--- src/verilog/emt_pkg.sv ---
// package for the external memory strobe timing block: register map,
// field positions, reset values, sequencer states and pin bundles.
// assumes a single 100 MHz system clock shared by bus, core and pins.
package emt_pkg;

   // register byte offsets on the bus
   localparam logic [7:0] OFS_TIMING = 8'h00; // external_bus_timing_control
   localparam logic [7:0] OFS_CONFIG = 8'h04; // external_bus_configuration
   localparam logic [7:0] OFS_PAGE = 8'h08; // external_page_register
   localparam logic [7:0] OFS_ROUTE = 8'h0C; // port group select
   localparam logic [7:0] OFS_STATUS = 8'h10; // read-only state

   // timing register fields
   localparam int SETUP_LSB = 6; // address_setup_cycles, 2 bits
   localparam int WIDTH_LSB = 2; // strobe_width_cycles, 4 bits
   localparam int HOLD_LSB = 0; // address_hold_cycles, 2 bits

   // configuration register fields
   localparam int CFG_DEMUX_BIT = 4; // bus_demux_select
   localparam int CFG_MODE_LSB = 2; // memory mode, 2 bits
   localparam int CFG_ALE_LSB = 0; // latch_strobe_width, 2 bits
   localparam logic [1:0] MODE_BANK = 2'h2; // split mode with bank select

   // status register fields
   localparam int STAT_BUSY_BIT = 0; // access in flight
   localparam int STAT_RDATA_LSB = 8; // last byte read from memory

   // reset values: setup and hold start at their longest settings
   localparam logic [7:0] TIMING_RST = 8'hFF;
   localparam logic [4:0] CONFIG_RST = 5'h00;
   localparam logic [7:0] PAGE_RST = 8'h00;
   localparam logic ROUTE_RST = 1'b0;

   // fixed overhead of an access, split before and after the strobe
   localparam logic [4:0] LEAD_CYCLES = 5'h02;
   localparam logic [4:0] TRAIL_CYCLES = 5'h02;

   // access sequencer states
   typedef enum logic [6:0] {
      ST_IDLE = 7'h01,
      ST_LEAD = 7'h02,
      ST_ALE_HI = 7'h04,
      ST_ALE_LO = 7'h08,
      ST_SETUP = 7'h10,
      ST_STROBE = 7'h20,
      ST_HOLD = 7'h40
   } emt_state_e;

   // off-chip access request from the core
   typedef struct packed {
      logic write; // 1 = write, 0 = read
      logic wide; // 1 = wide_data_pointer access, 0 = 8-bit pointer access
      logic [15:0] addr; // wide_data_pointer value
      logic [7:0] ptr_lo; // pointer_reg_zero or pointer_reg_one value
      logic [7:0] wdata; // byte to write
   } emt_req_s;

   // one port group's worth of memory bus pins
   typedef struct packed {
      logic [7:0] addr_hi; // upper address byte
      logic addr_hi_oe; // high while driving addr_hi
      logic [7:0] addr_lo; // lower address byte, non-multiplexed only
      logic addr_lo_oe; // high while driving addr_lo
      logic [7:0] data_o; // data lane, or shared address/data lane
      logic data_oe; // high while driving the data lane
      logic ale; // address latch strobe, active high
      logic rd_n; // read strobe, active low
      logic wr_n; // write strobe, active low
   } emt_pins_s;

   localparam emt_pins_s PINS_IDLE = '{8'h00, 1'b0, 8'h00, 1'b0, 8'h00, 1'b0, 1'b0, 1'b1, 1'b1};

endpackage : emt_pkg

--- src/verilog/emt_cnt.sv ---
// loadable down counter that times each phase of an access.
// assumes the caller loads (phase length - 1) on phase entry.
module emt_cnt (
   input wire logic clk, // system clock
   input wire logic rst_n, // asynchronous reset, active low
   input wire logic load, // load pulse
   input wire logic [4:0] load_val, // value to load
   output logic zero // count has reached zero
);

   logic [4:0] cnt_reg; // remaining cycles of the phase

   // load wins, otherwise count down and stop at zero
   always_ff @(posedge clk or negedge rst_n) begin
      if (!rst_n) begin
         cnt_reg <= 5'h00;
      end else if (load) begin
         cnt_reg <= load_val;
      end else if (cnt_reg != 5'h00) begin
         cnt_reg <= 5'(cnt_reg - 5'h01);
      end
   end

   assign zero = (cnt_reg == 5'h00);

endmodule : emt_cnt

--- src/verilog/emt_top.sv ---
// external memory strobe timing: ahb-lite register slave plus the access
// sequencer that drives address, data and strobes to an asynchronous memory.
// assumes the core only issues requests that target off-chip space.
//
// Contract
// - setup cycles equal timing bits 7-6
// - strobe lasts timing bits 5-2 plus one
// - address hold cycles equal timing bits 1-0
// - demux codes 101/110/111: separate wide-pointer buses
// - codes 101/111: 8-bit nonmuxed, no bank select
// - code 110: 8-bit nonmuxed with bank select
// - codes 001/010/011: wide pointer multiplexed timing
// - codes 001/011: 8-bit muxed, no bank select
// - code 010: 8-bit muxed with bank select
// - muxed: pointer low byte before write data
// - latch strobe high, then low, 1-4 cycles
// - write data leads strobe end 1-19 cycles
// - write data held 0-3 cycles after strobe
// - bus routed to lower or upper group
// - config bit 4 clear muxed, set nonmuxed
// - access lasts setup+strobe+hold plus four, plus twice the latch width when muxed
// - latch width code 00:1, 01/10:2, 11:4
// - 8-bit pointer: bank select drives page byte, else undriven; wide pointer drives its high byte
//
// The AHB-Lite slave port and the address map are this design's own decisions.
module emt_top (
   input wire logic hclk, // system clock, 100 MHz
   input wire logic hresetn, // asynchronous reset, active low
   input wire logic hsel, // slave select
   input wire logic [31:0] haddr, // byte address
   input wire logic [1:0] htrans, // transfer type
   input wire logic hwrite, // 1 = write
   input wire logic [2:0] hsize, // transfer size, words only
   input wire logic [31:0] hwdata, // write data
   input wire logic hready, // bus ready
   output logic hreadyout, // slave ready, never stalls
   output logic hresp, // always okay
   output logic [31:0] hrdata, // read data
   input wire logic req_valid, // core offers an off-chip access
   input wire emt_pkg::emt_req_s req, // access details
   output logic req_ready, // sequencer idle, request taken
   output logic done, // one-cycle pulse at access end
   output logic [7:0] rdata, // last byte read
   output emt_pkg::emt_pins_s lower_pins, // lower port group pins
   input wire logic [7:0] lower_data_i, // lower group data lane input
   output emt_pkg::emt_pins_s upper_pins, // upper port group pins
   input wire logic [7:0] upper_data_i // upper group data lane input
);
   import emt_pkg::*;

   // registers
   logic [7:0] timing_reg; // external_bus_timing_control
   logic [4:0] config_reg; // external_bus_configuration
   logic [7:0] page_reg; // external_page_register
   logic route_reg; // 1 = upper port group
   // snapshot taken when an access starts
   logic [7:0] act_timing_reg;
   logic [4:0] act_config_reg;
   logic [7:0] act_page_reg;
   logic act_route_reg;
   emt_req_s act_req_reg;
   // sequencer
   emt_state_e state_reg;
   emt_state_e state_next;
   logic cnt_load;
   logic [4:0] cnt_val;
   logic cnt_zero;
   logic done_reg;
   logic [7:0] rdata_reg;
   // bus address phase
   logic ap_valid_reg;
   logic ap_write_reg;
   logic [7:0] ap_addr_reg;
   logic [31:0] hrdata_reg;
   logic [31:0] read_mux;
   // decoded timing of the running access
   logic [4:0] setup_cyc;
   logic [4:0] width_cyc;
   logic [4:0] hold_cyc;
   logic [4:0] ale_cyc;
   logic mux_mode;
   logic bank_sel;
   logic busy;
   emt_pins_s act_pins; // pins of the group that carries the access
   logic tail_reg; // lead state is being reused as the trailing overhead
   logic tail_next; // next value of tail_reg
   logic in_acc; // phases in which the address is driven
   logic wr_phase; // phases in which write data is driven
   logic [7:0] lane_addr; // low address byte of the running access
   logic [4:0] strb_len_reg; // cycles spent in the strobe so far
   logic [5:0] acc_len_reg; // cycles since the access was taken
   logic [5:0] acc_exp; // length the running access must have

   // latch strobe width code to cycles
   function automatic logic [4:0] ale_len(input logic [1:0] code);
      case (code)
         2'h0: ale_len = 5'h01;
         2'h1, 2'h2: ale_len = 5'h02;
         default: ale_len = 5'h04;
      endcase
   endfunction : ale_len

   // ---------------- ahb-lite slave ----------------
   assign hreadyout = 1'b1; // zero wait states
   assign hresp = 1'b0; // okay
   assign hrdata = hrdata_reg;

   // register read map, unmapped reads as zero
   always_comb begin
      read_mux = 32'h0000_0000;
      case (haddr[7:0])
         OFS_TIMING: read_mux = {24'h000000, timing_reg};
         OFS_CONFIG: read_mux = {27'h0000000, config_reg};
         OFS_PAGE: read_mux = {24'h000000, page_reg};
         OFS_ROUTE: read_mux = {31'h00000000, route_reg};
         OFS_STATUS: begin
            read_mux[STAT_BUSY_BIT] = busy;
            read_mux[STAT_RDATA_LSB +: 8] = rdata_reg;
         end
         default: read_mux = 32'h0000_0000;
      endcase
   end

   // capture the address phase; read data is loaded here for the data phase
   always_ff @(posedge hclk or negedge hresetn) begin
      if (!hresetn) begin
         ap_valid_reg <= 1'b0;
         ap_write_reg <= 1'b0;
         ap_addr_reg <= 8'h00;
         hrdata_reg <= 32'h0000_0000;
      end else if (hready) begin
         ap_valid_reg <= hsel && htrans[1] && (hsize == 3'h2);
         ap_write_reg <= hwrite;
         ap_addr_reg <= haddr[7:0];
         if (hsel && htrans[1] && !hwrite) begin
            hrdata_reg <= read_mux;
         end
      end
   end

   // register writes in the data phase, unmapped writes ignored
   always_ff @(posedge hclk or negedge hresetn) begin
      if (!hresetn) begin
         timing_reg <= TIMING_RST;
         config_reg <= CONFIG_RST;
         page_reg <= PAGE_RST;
         route_reg <= ROUTE_RST;
      end else if (ap_valid_reg && ap_write_reg) begin
         case (ap_addr_reg)
            OFS_TIMING: timing_reg <= hwdata[7:0];
            OFS_CONFIG: config_reg <= hwdata[4:0];
            OFS_PAGE: page_reg <= hwdata[7:0];
            OFS_ROUTE: route_reg <= hwdata[0];
            default: ; // read-only or unmapped
         endcase
      end
   end

   // ---------------- access sequencer ----------------
   assign busy = (state_reg != ST_IDLE);
   assign req_ready = !busy;
   assign done = done_reg;
   assign rdata = rdata_reg;

   assign setup_cyc = {3'h0, act_timing_reg[SETUP_LSB +: 2]};
   assign width_cyc = 5'({1'b0, act_timing_reg[WIDTH_LSB +: 4]} + 5'h01);
   assign hold_cyc = {3'h0, act_timing_reg[HOLD_LSB +: 2]};
   assign ale_cyc = ale_len(act_config_reg[CFG_ALE_LSB +: 2]);
   assign mux_mode = !act_config_reg[CFG_DEMUX_BIT];
   assign bank_sel = (act_config_reg[CFG_MODE_LSB +: 2] == MODE_BANK);

   // snapshot settings and request so mid-access writes cannot tear timing
   always_ff @(posedge hclk or negedge hresetn) begin
      if (!hresetn) begin
         act_timing_reg <= TIMING_RST;
         act_config_reg <= CONFIG_RST;
         act_page_reg <= PAGE_RST;
         act_route_reg <= ROUTE_RST;
         act_req_reg <= '0;
      end else if (req_valid && !busy) begin
         act_timing_reg <= timing_reg;
         act_config_reg <= config_reg;
         act_page_reg <= page_reg;
         act_route_reg <= route_reg;
         act_req_reg <= req;
      end
   end

   // phase order: lead, latch high/low (muxed), setup, strobe, hold, trail;
   // the trail reuses the lead state with tail_reg set
   always_comb begin
      state_next = state_reg;
      tail_next = tail_reg;
      cnt_load = 1'b0;
      cnt_val = 5'h00;
      case (state_reg)
         ST_IDLE: begin
            if (req_valid) begin
               state_next = ST_LEAD;
               tail_next = 1'b0;
               cnt_load = 1'b1;
               cnt_val = 5'(LEAD_CYCLES - 5'h01);
            end
         end
         ST_LEAD, ST_ALE_LO: begin
            if (cnt_zero) begin
               cnt_load = 1'b1;
               if (state_reg == ST_LEAD && tail_reg) begin
                  state_next = ST_IDLE; // trailing overhead over
                  tail_next = 1'b0;
                  cnt_load = 1'b0;
               end else if (state_reg == ST_LEAD && mux_mode) begin
                  state_next = ST_ALE_HI;
                  cnt_val = 5'(ale_cyc - 5'h01);
               end else if (setup_cyc != 5'h00) begin
                  state_next = ST_SETUP;
                  cnt_val = 5'(setup_cyc - 5'h01);
               end else begin
                  state_next = ST_STROBE;
                  cnt_val = 5'(width_cyc - 5'h01);
               end
            end
         end
         ST_ALE_HI: begin
            if (cnt_zero) begin
               state_next = ST_ALE_LO;
               cnt_load = 1'b1;
               cnt_val = 5'(ale_cyc - 5'h01);
            end
         end
         ST_SETUP: begin
            if (cnt_zero) begin
               state_next = ST_STROBE;
               cnt_load = 1'b1;
               cnt_val = 5'(width_cyc - 5'h01);
            end
         end
         ST_STROBE: begin
            if (cnt_zero) begin
               cnt_load = 1'b1;
               if (hold_cyc != 5'h00) begin
                  state_next = ST_HOLD;
                  cnt_val = 5'(hold_cyc - 5'h01);
               end else begin
                  state_next = ST_LEAD; // zero hold: straight to the trail
                  tail_next = 1'b1;
                  cnt_val = 5'(TRAIL_CYCLES - 5'h01);
               end
            end
         end
         ST_HOLD: begin
            if (cnt_zero) begin
               state_next = ST_LEAD; // trail follows the hold
               tail_next = 1'b1;
               cnt_load = 1'b1;
               cnt_val = 5'(TRAIL_CYCLES - 5'h01);
            end
         end
         default: begin
            state_next = ST_IDLE;
            tail_next = 1'b0;
         end
      endcase
   end

   // phase timer shared by all phases
   emt_cnt u_cnt (
      .clk(hclk),
      .rst_n(hresetn),
      .load(cnt_load),
      .load_val(cnt_val),
      .zero(cnt_zero)
   );

   // sequencer state and trail flag
   always_ff @(posedge hclk or negedge hresetn) begin
      if (!hresetn) begin
         state_reg <= ST_IDLE;
         tail_reg <= 1'b0;
      end else begin
         state_reg <= state_next;
         tail_reg <= tail_next;
      end
   end

   // done pulse at the end of the trail
   always_ff @(posedge hclk or negedge hresetn) begin
      if (!hresetn) begin
         done_reg <= 1'b0;
      end else begin
         done_reg <= (state_reg == ST_LEAD) && tail_reg && cnt_zero;
      end
   end

   // read byte taken in the last strobe cycle, while memory still drives it
   always_ff @(posedge hclk or negedge hresetn) begin
      if (!hresetn) begin
         rdata_reg <= 8'h00;
      end else if (state_reg == ST_STROBE && cnt_zero && !act_req_reg.write) begin
         rdata_reg <= act_route_reg ? upper_data_i : lower_data_i;
      end
   end

   // low address byte: wide pointer or 8-bit pointer register
   assign lane_addr = act_req_reg.wide ? act_req_reg.addr[7:0] : act_req_reg.ptr_lo;

   // pin decode from the registered state and snapshot
   always_comb begin
      in_acc = (state_reg == ST_ALE_HI) || (state_reg == ST_ALE_LO) || (state_reg == ST_SETUP) ||
         (state_reg == ST_STROBE) || (state_reg == ST_HOLD);
      wr_phase = act_req_reg.write && ((state_reg == ST_SETUP) || (state_reg == ST_STROBE) ||
         (state_reg == ST_HOLD));
      act_pins = PINS_IDLE;
      // upper byte: pointer high byte, or page byte in bank select mode
      act_pins.addr_hi = act_req_reg.wide ? act_req_reg.addr[15:8] : act_page_reg;
      act_pins.addr_hi_oe = in_acc && (act_req_reg.wide || bank_sel);
      act_pins.addr_lo = lane_addr;
      act_pins.addr_lo_oe = in_acc && !mux_mode;
      if (mux_mode && ((state_reg == ST_ALE_HI) || (state_reg == ST_ALE_LO))) begin
         // shared lane carries the address around the latch strobe
         act_pins.data_o = lane_addr;
         act_pins.data_oe = 1'b1;
      end else begin
         // then write data, or released for the memory to drive
         act_pins.data_o = act_req_reg.wdata;
         act_pins.data_oe = wr_phase;
      end
      act_pins.ale = mux_mode && (state_reg == ST_ALE_HI);
      act_pins.rd_n = !((state_reg == ST_STROBE) && !act_req_reg.write);
      act_pins.wr_n = !((state_reg == ST_STROBE) && act_req_reg.write);
   end

   // only the selected port group carries the bus, the other stays idle
   assign lower_pins = act_route_reg ? PINS_IDLE : act_pins;
   assign upper_pins = act_route_reg ? act_pins : PINS_IDLE;

   // helper counters for the timing checks
   always_ff @(posedge hclk or negedge hresetn) begin
      if (!hresetn) begin
         strb_len_reg <= 5'h00;
         acc_len_reg <= 6'h00;
      end else begin
         strb_len_reg <= (state_reg == ST_STROBE) ? 5'(strb_len_reg + 5'h01) : 5'h00;
         acc_len_reg <= busy ? 6'(acc_len_reg + 6'h01) : 6'h00;
      end
   end

   // expected length, minus one because the counter starts at zero
   assign acc_exp = {1'b0, setup_cyc} + {1'b0, width_cyc} + {1'b0, hold_cyc} +
      (mux_mode ? {ale_cyc, 1'b0} : 6'h00) + {1'b0, LEAD_CYCLES} + {1'b0, TRAIL_CYCLES} - 6'h01;
endmodule : emt_top

--- config.mk ---
export PLATFORM = sky130hd
export DESIGN_NAME = emt_top
export DESIGN_NICKNAME = d
export VERILOG_FILES = /design/src/verilog/emt_pkg.sv /design/src/verilog/emt_cnt.sv /design/src/verilog/emt_top.sv
export SDC_FILE = /design/constraint.sdc
export NUM_CORES = 1
export LEC_CHECK = 0
export ABC_AREA = 1
export CELL_PAD_IN_SITES_DETAIL_PLACEMENT = 1
export CELL_PAD_IN_SITES_GLOBAL_PLACEMENT = 1
export CORE_MARGIN = 4
export CORE_UTILIZATION = 49
export DETAILED_ROUTE_END_ITERATION = 8
export DONT_BUFFER_PORTS = 1
export MAX_ROUTING_LAYER = met4
export PLACE_DENSITY = 0.86
export SETUP_SLACK_MARGIN = 0.5
export SLEW_MARGIN = 20
export SYNTH_ARGS = -nofsm -noshare
export SYNTH_HDL_FRONTEND = slang
export SYNTH_HIERARCHICAL = 1
export SYNTH_SLANG_ARGS = --single-unit
--- constraint.sdc ---
create_clock -name hclk -period 4.3 [get_ports hclk]
set_clock_uncertainty 0.2 [all_clocks]
set_input_delay 0.86 -clock hclk [delete_from_list [all_inputs] [get_ports hclk]]
set_output_delay 0.86 -clock hclk [all_outputs]
set_load 0.03 [all_outputs]
After elaboration in Yosys (flattened, before gate mapping)
Cells that the tools add are included.
Storage, ports and cells
  bits in registers: 126
  input port bits: 125
  output and inout port bits: 104
Cells by class
  add/sub/neg operators: 6
  equal/unequal tests: 27
  multiplexer cells: 46
  bitwise logic cells: 1
  reduce and logical (&&, ||, !) cells: 49
Operators by type and width (count)
  $mux W30: 2
  $mux W5: 10
  $mux W7: 7
  $pmux W7 S6: 1
  $eq A8 B4 Y1 const B: 4
  $mux W8: 4
  $pmux W5 S6: 1
  $pmux W7 S3: 1
  $mux W6: 3
  $logic_and A1 B1 Y1: 17
  $eq A8 B3 Y1 const B: 2
  $logic_not A8 Y1: 2
  $ne A2 B2 Y1 const B: 8
  $reduce_bool A5 Y1: 3
  $sub A5 B1 Y5 const B: 3
  $mux W1: 12
  $pmux W1 S5: 2
  $reduce_and A2 Y1: 5
  $mux W9: 1
  $eq A8 B5 Y1 const B: 1
  $eq A7 B1 Y1 const B: 1
  $eq A7 B2 Y1 const B: 1
  $eq A7 B3 Y1 const B: 1
  $eq A7 B4 Y1 const B: 1
  21 further kinds: 36

Longest topological paths before layout
  depth in word-level cells: 9
  mapped depth: 14
  depth with buffers taken out: 14

By module
The synthesis kept the hierarchy.
By module, submodules not included
  emt_top: times used 1, cells each 802, area an instance 6372.4 µm², sequential area each 3049.2 µm²
  emt_cnt: times used 1, cells each 39, area an instance 302.8 µm², sequential area each 125.1 µm²

Worst setup path after synthesis
OpenSTA, ideal clock, no wires.
  path kind: register to output
  start: register state_reg[1]
  end: output lower_pins[10] in the netlist's numbering
  arrival time: 1.611 ns
  data required time: 3.240 ns
  path slack: 1.629 ns
  stages on the path, launching flop included: 9
  cells stage by stage: dfrtp_1 > nor2_1 > nand2_1 > nor2_4 > nand2_4 > o21ai_4 > buf_12 > o21ai_2 > nor2_1
RTL lines
  from (decl): line emt_top.sv:63  | emt_state_e state_reg;
  from (signal assigned): line emt_top.sv:281  | state_reg <= state_next;
  to (decl): line emt_top.sv:44  | output emt_pkg::emt_pins_s lower_pins,

==> out/qor.json <==
{
  "setup_path": {
    "worstSetupStartpointType": "flip-flop",
    "critical_path.max_fanout": 5,
    "worstPathArrival_ns": 2.41,
    "type_of_the_worst_setup_path": "flip-flop to output pin",
    "timing.critical_path.required_ns": 3.24,
    "crit_path_end_kind": "output pin"
  },
  "clock_network": {
    "clock_tree.buffer_depth": 2,
    "cts-buffers-inserted": 17,
    "worst_skew_pair.late_latency_ns": 0.42,
    "cts-htree-levels": 4,
    "post_cts_resized": 0,
    "worst_setup_hold_path_clk_slew_ns": 0.06,
    "cts_sinks": 126,
    "cts_root_buf": "sky130_fd_sc_hd__clkbuf_16",
    "cts_tree": "yes"
  },
  "finish": {
    "stdcell_count": 1046,
    "multi_input_gate_area_in_the_final_layout_sq_mm": 0.00292,
    "areaGrowthSynthToFinish_pct": 12.3,
    "finish.net_count": 985,
    "final_design_area_no_fill_sq_mm": 0.00750,
    "largest_register_ff_count": 34,
    "mostFrequentLayoutCells": "sky130_fd_sc_hd__nand2_1, sky130_fd_sc_hd__dfrtp_1, sky130_fd_sc_hd__nor2_1",
    "final_core_util_pct": 56.4,
    "num-fill-cells": 1625,
    "mostFrequentLayoutCell": "sky130_fd_sc_hd__nand2_1",
    "share_of_cells_above_drive_strength_1_pct": 15.9,
    "diodes": 0,
    "ff_latch_area_sq_mm": 0.00317
  },
  "pwr": {
    "power_density_mw_per_mm2": 774,
    "clock_network_fraction_of_total_power_pct": 25.4,
    "total_leakage_power_nw": 3.99,
    "power.combinational.fraction_pct": 42.5,
    "p_int_mw": 3.16,
    "power.ir.vdd_worst_v": 0.000468,
    "sw_share_pct": 45.5,
    "p_seq_share_pct": 32.1,
    "net_switching_mw": 2.64,
    "power.total_mw": 5.80
  },
  "outcome": {
    "run_status": "finished clean"
  },
  "timing": {
    "setup_slack_ns": 0.828,
    "final.period_utilization_pct": 80.8,
    "report.final.setup_viol": 0,
    "worst_hold_slack_ns": 0.0875,
    "slew_headroom_pct": 52.0,
    "setup_total_negative_slack_ns": 0,
    "report.final.slew_viol_count": 0,
    "post-route-min-period_ns": 3.47,
    "timing.final.hold_violations": 0,
    "max_freq_ghz": 0.288,
    "rsz0062_at_grt": "false",
    "worst_slew_pin_slew_ns": 0.720
  },
  "synthesis": {
    "yosys_most_used_dff": "sky130_fd_sc_hd__dfrtp_1",
    "post_synth_inst_count": 841,
    "synth_area_sq_mm": 0.00668,
    "synth.distinct_cells": 46,
    "syn_avg_cell_area_sq_um": 7.94,
    "yosys_warnings": 6,
    "postSynthRegisterBits": 126,
    "number_of_flops_mapped_to_enable_cells_by_yosys": 0,
    "seq_area_frac_synth_pct": 47.6,
    "ys_async_sr_fraction_pct": 100
  },
  "placement": {
    "gp_routability_congestion": 0.893,
    "port_buffers": 0,
    "place_ws_ns": 1.29,
    "placed_cells_incl_taps": 1014,
    "detailedPlacementHpwl_um": 13800,
    "placedInstanceArea_sq_mm": 0.00688
  },
  "die": {
    "ioPinCount": 229,
    "die-width_um": 125,
    "die_area_sq_mm": 0.0156,
    "die_y_um": 125,
    "standard_cell_core_area_sq_mm": 0.0133,
    "rows": 42,
    "initial_core_util_pct": 50.2
  },
  "detailed_routing": {
    "num_vias": 5731,
    "detailroute.wirelength.met3_um": 894,
    "top_signal_layer_used": "met4",
    "vias_per_cell": 5.48,
    "drt.antenna.violating_nets": 0,
    "firstDrtPassIters": 5,
    "routedWlPerCell_um": 19.1,
    "detailedRoute.firstIterationViolations": 304,
    "post-route-drc-count": 0,
    "wl_um": 20000,
    "routed-wl-met2_um": 10500,
    "route.layer.met1.wl_um": 8000
  },
  "grt": {
    "grt_pass1_wl_um": 32700,
    "first_global_vias": 6158,
    "largest_net_degree_at_the_start_of_global_routing": 110,
    "initial_antenna_violation_count": 0,
    "globalRoute.totalOverflow": 0,
    "groute.usage.overall_pct": 26.8
  },
  "hold_path": {
    "timing.hold.worst.class": "input port to async pin"
  },
  "run": {
    "max-cap-violations": 0
  }
}
## power by group through the flow
stage	Clock, mW	Sequential [mW]	Combinational, mW
final	1.47	1.86	2.47
after global routing	1.55	1.90	2.74
after CTS	1.48	1.86	2.48
after detailed placement	0	1.87	2.41
after global placement	0	1.84	2.30
after floorplan	0	1.77	1.95
## path summary, 6_finish.rpt
| check | slack (ns) | cells after the start | to | from |
|---|---|---|---|---|
| worst min register to register | 0.27 | 2 | act_req_reg[15] | act_req_reg[15] |
| worst min-delay path | 0.09 | 0 | act_timing_reg[5] | hresetn |
| max in group asynchronous | 3.26 | 1 | act_req_reg[3] | hresetn |
| worst max-delay path | 0.83 | 9 | lower_pins[21] | state_reg[1] |
| min in group hclk | 0.27 | 2 | act_req_reg[15] | act_req_reg[15] |
| worst max register to register | 1.30 | 12 | u_cnt/cnt_reg[0] | u_cnt/cnt_reg[0] |
## worst max-delay path, stage by stage (launching register included)
cell and delay, ns:
sky130_fd_sc_hd__dfrtp_1 0.41, sky130_fd_sc_hd__nor2_1 0.20, sky130_fd_sc_hd__nand2_2 0.13, sky130_fd_sc_hd__nor2_2 0.24
sky130_fd_sc_hd__inv_1 0.13, sky130_fd_sc_hd__nand2_1 0.12, sky130_fd_sc_hd__nor2_1 0.07, sky130_fd_sc_hd__nand2_1 0.09
sky130_fd_sc_hd__o21ai_1 0.12, sky130_fd_sc_hd__nor2_1 0.47
## timing repair
item	CTS	global route
hold buffers	1	0
setup buffers	0	0
endpoints found under the hold margin	109	0
## routing by layer
layer	track usage [%]	vias up
met5	-	-
met4	10.1	0
met3	5.02	47
met2	45.7	184
met1	31.6	2818
li1	-	2682
## Yosys cell counts (2+ instances only)
cell | n | area share [%]
sky130_fd_sc_hd__or2_2 | 11 | 1.0
sky130_fd_sc_hd__o22ai_1 | 4 | 0.37
sky130_fd_sc_hd__nor3_1 | 4 | 0.30
sky130_fd_sc_hd__nand3_2 | 3 | 0.45
sky130_fd_sc_hd__nor2_2 | 2 | 0.19
sky130_fd_sc_hd__buf_2 | 8 | 0.60
sky130_fd_sc_hd__o21ai_2 | 10 | 1.3
sky130_fd_sc_hd__o211ai_1 | 11 | 1.2
sky130_fd_sc_hd__a21oi_1 | 9 | 0.67
sky130_fd_sc_hd__buf_4 | 22 | 2.5
sky130_fd_sc_hd__nor2_4 | 5 | 0.84
sky130_fd_sc_hd__nand3_1 | 61 | 4.6
sky130_fd_sc_hd__a21oi_2 | 4 | 0.52
sky130_fd_sc_hd__nand2_2 | 7 | 0.66
sky130_fd_sc_hd__ha_1 | 2 | 0.37
sky130_fd_sc_hd__o21ai_0 | 62 | 4.6
sky130_fd_sc_hd__o211ai_4 | 2 | 0.64
sky130_fd_sc_hd__conb_1 | 2 | 0.11
sky130_fd_sc_hd__o31ai_1 | 8 | 0.90
sky130_fd_sc_hd__dfrtp_1 | 109 | 41
sky130_fd_sc_hd__buf_6 | 2 | 0.34
sky130_fd_sc_hd__nand2_4 | 2 | 0.34
sky130_fd_sc_hd__dfstp_2 | 17 | 6.7
sky130_fd_sc_hd__mux2i_1 | 16 | 2.4
sky130_fd_sc_hd__nor2_1 | 96 | 5.4
sky130_fd_sc_hd__clkbuf_1 | 18 | 1.0
sky130_fd_sc_hd__inv_1 | 73 | 4.1
sky130_fd_sc_hd__inv_2 | 8 | 0.45
sky130_fd_sc_hd__o21ai_1 | 6 | 0.45
sky130_fd_sc_hd__nand2_1 | 241 | 14
## cell type report
cell class              count  share of cell area, %
repair buffers             35                   3.77
flip-flops and latches    126                   42.3
well taps                 176                   2.94
clock inverters             7                   1.52
clock buffers              24                   6.42
multi-input cells         596                   38.9
inverters                  82                   4.10
## kinds of logic after synthesis
| kind of cell | after synthesis | synth area share, % |
|---|---|---|
| XOR/XNOR | 1 | 0.131 |
| AND/OR/NAND/NOR | 439 | 28.4 |
| flip-flops | 126 | 47.6 |
| other | 2 | 0.113 |
| adder cells (fa/ha/maj) | 2 | 0.375 |
| buffers and inverters | 135 | 9.63 |
| AO/OA/AOI/OAI | 120 | 11.4 |
| multiplexers | 16 | 2.40 |
Power figures use the tool's default switching activity.
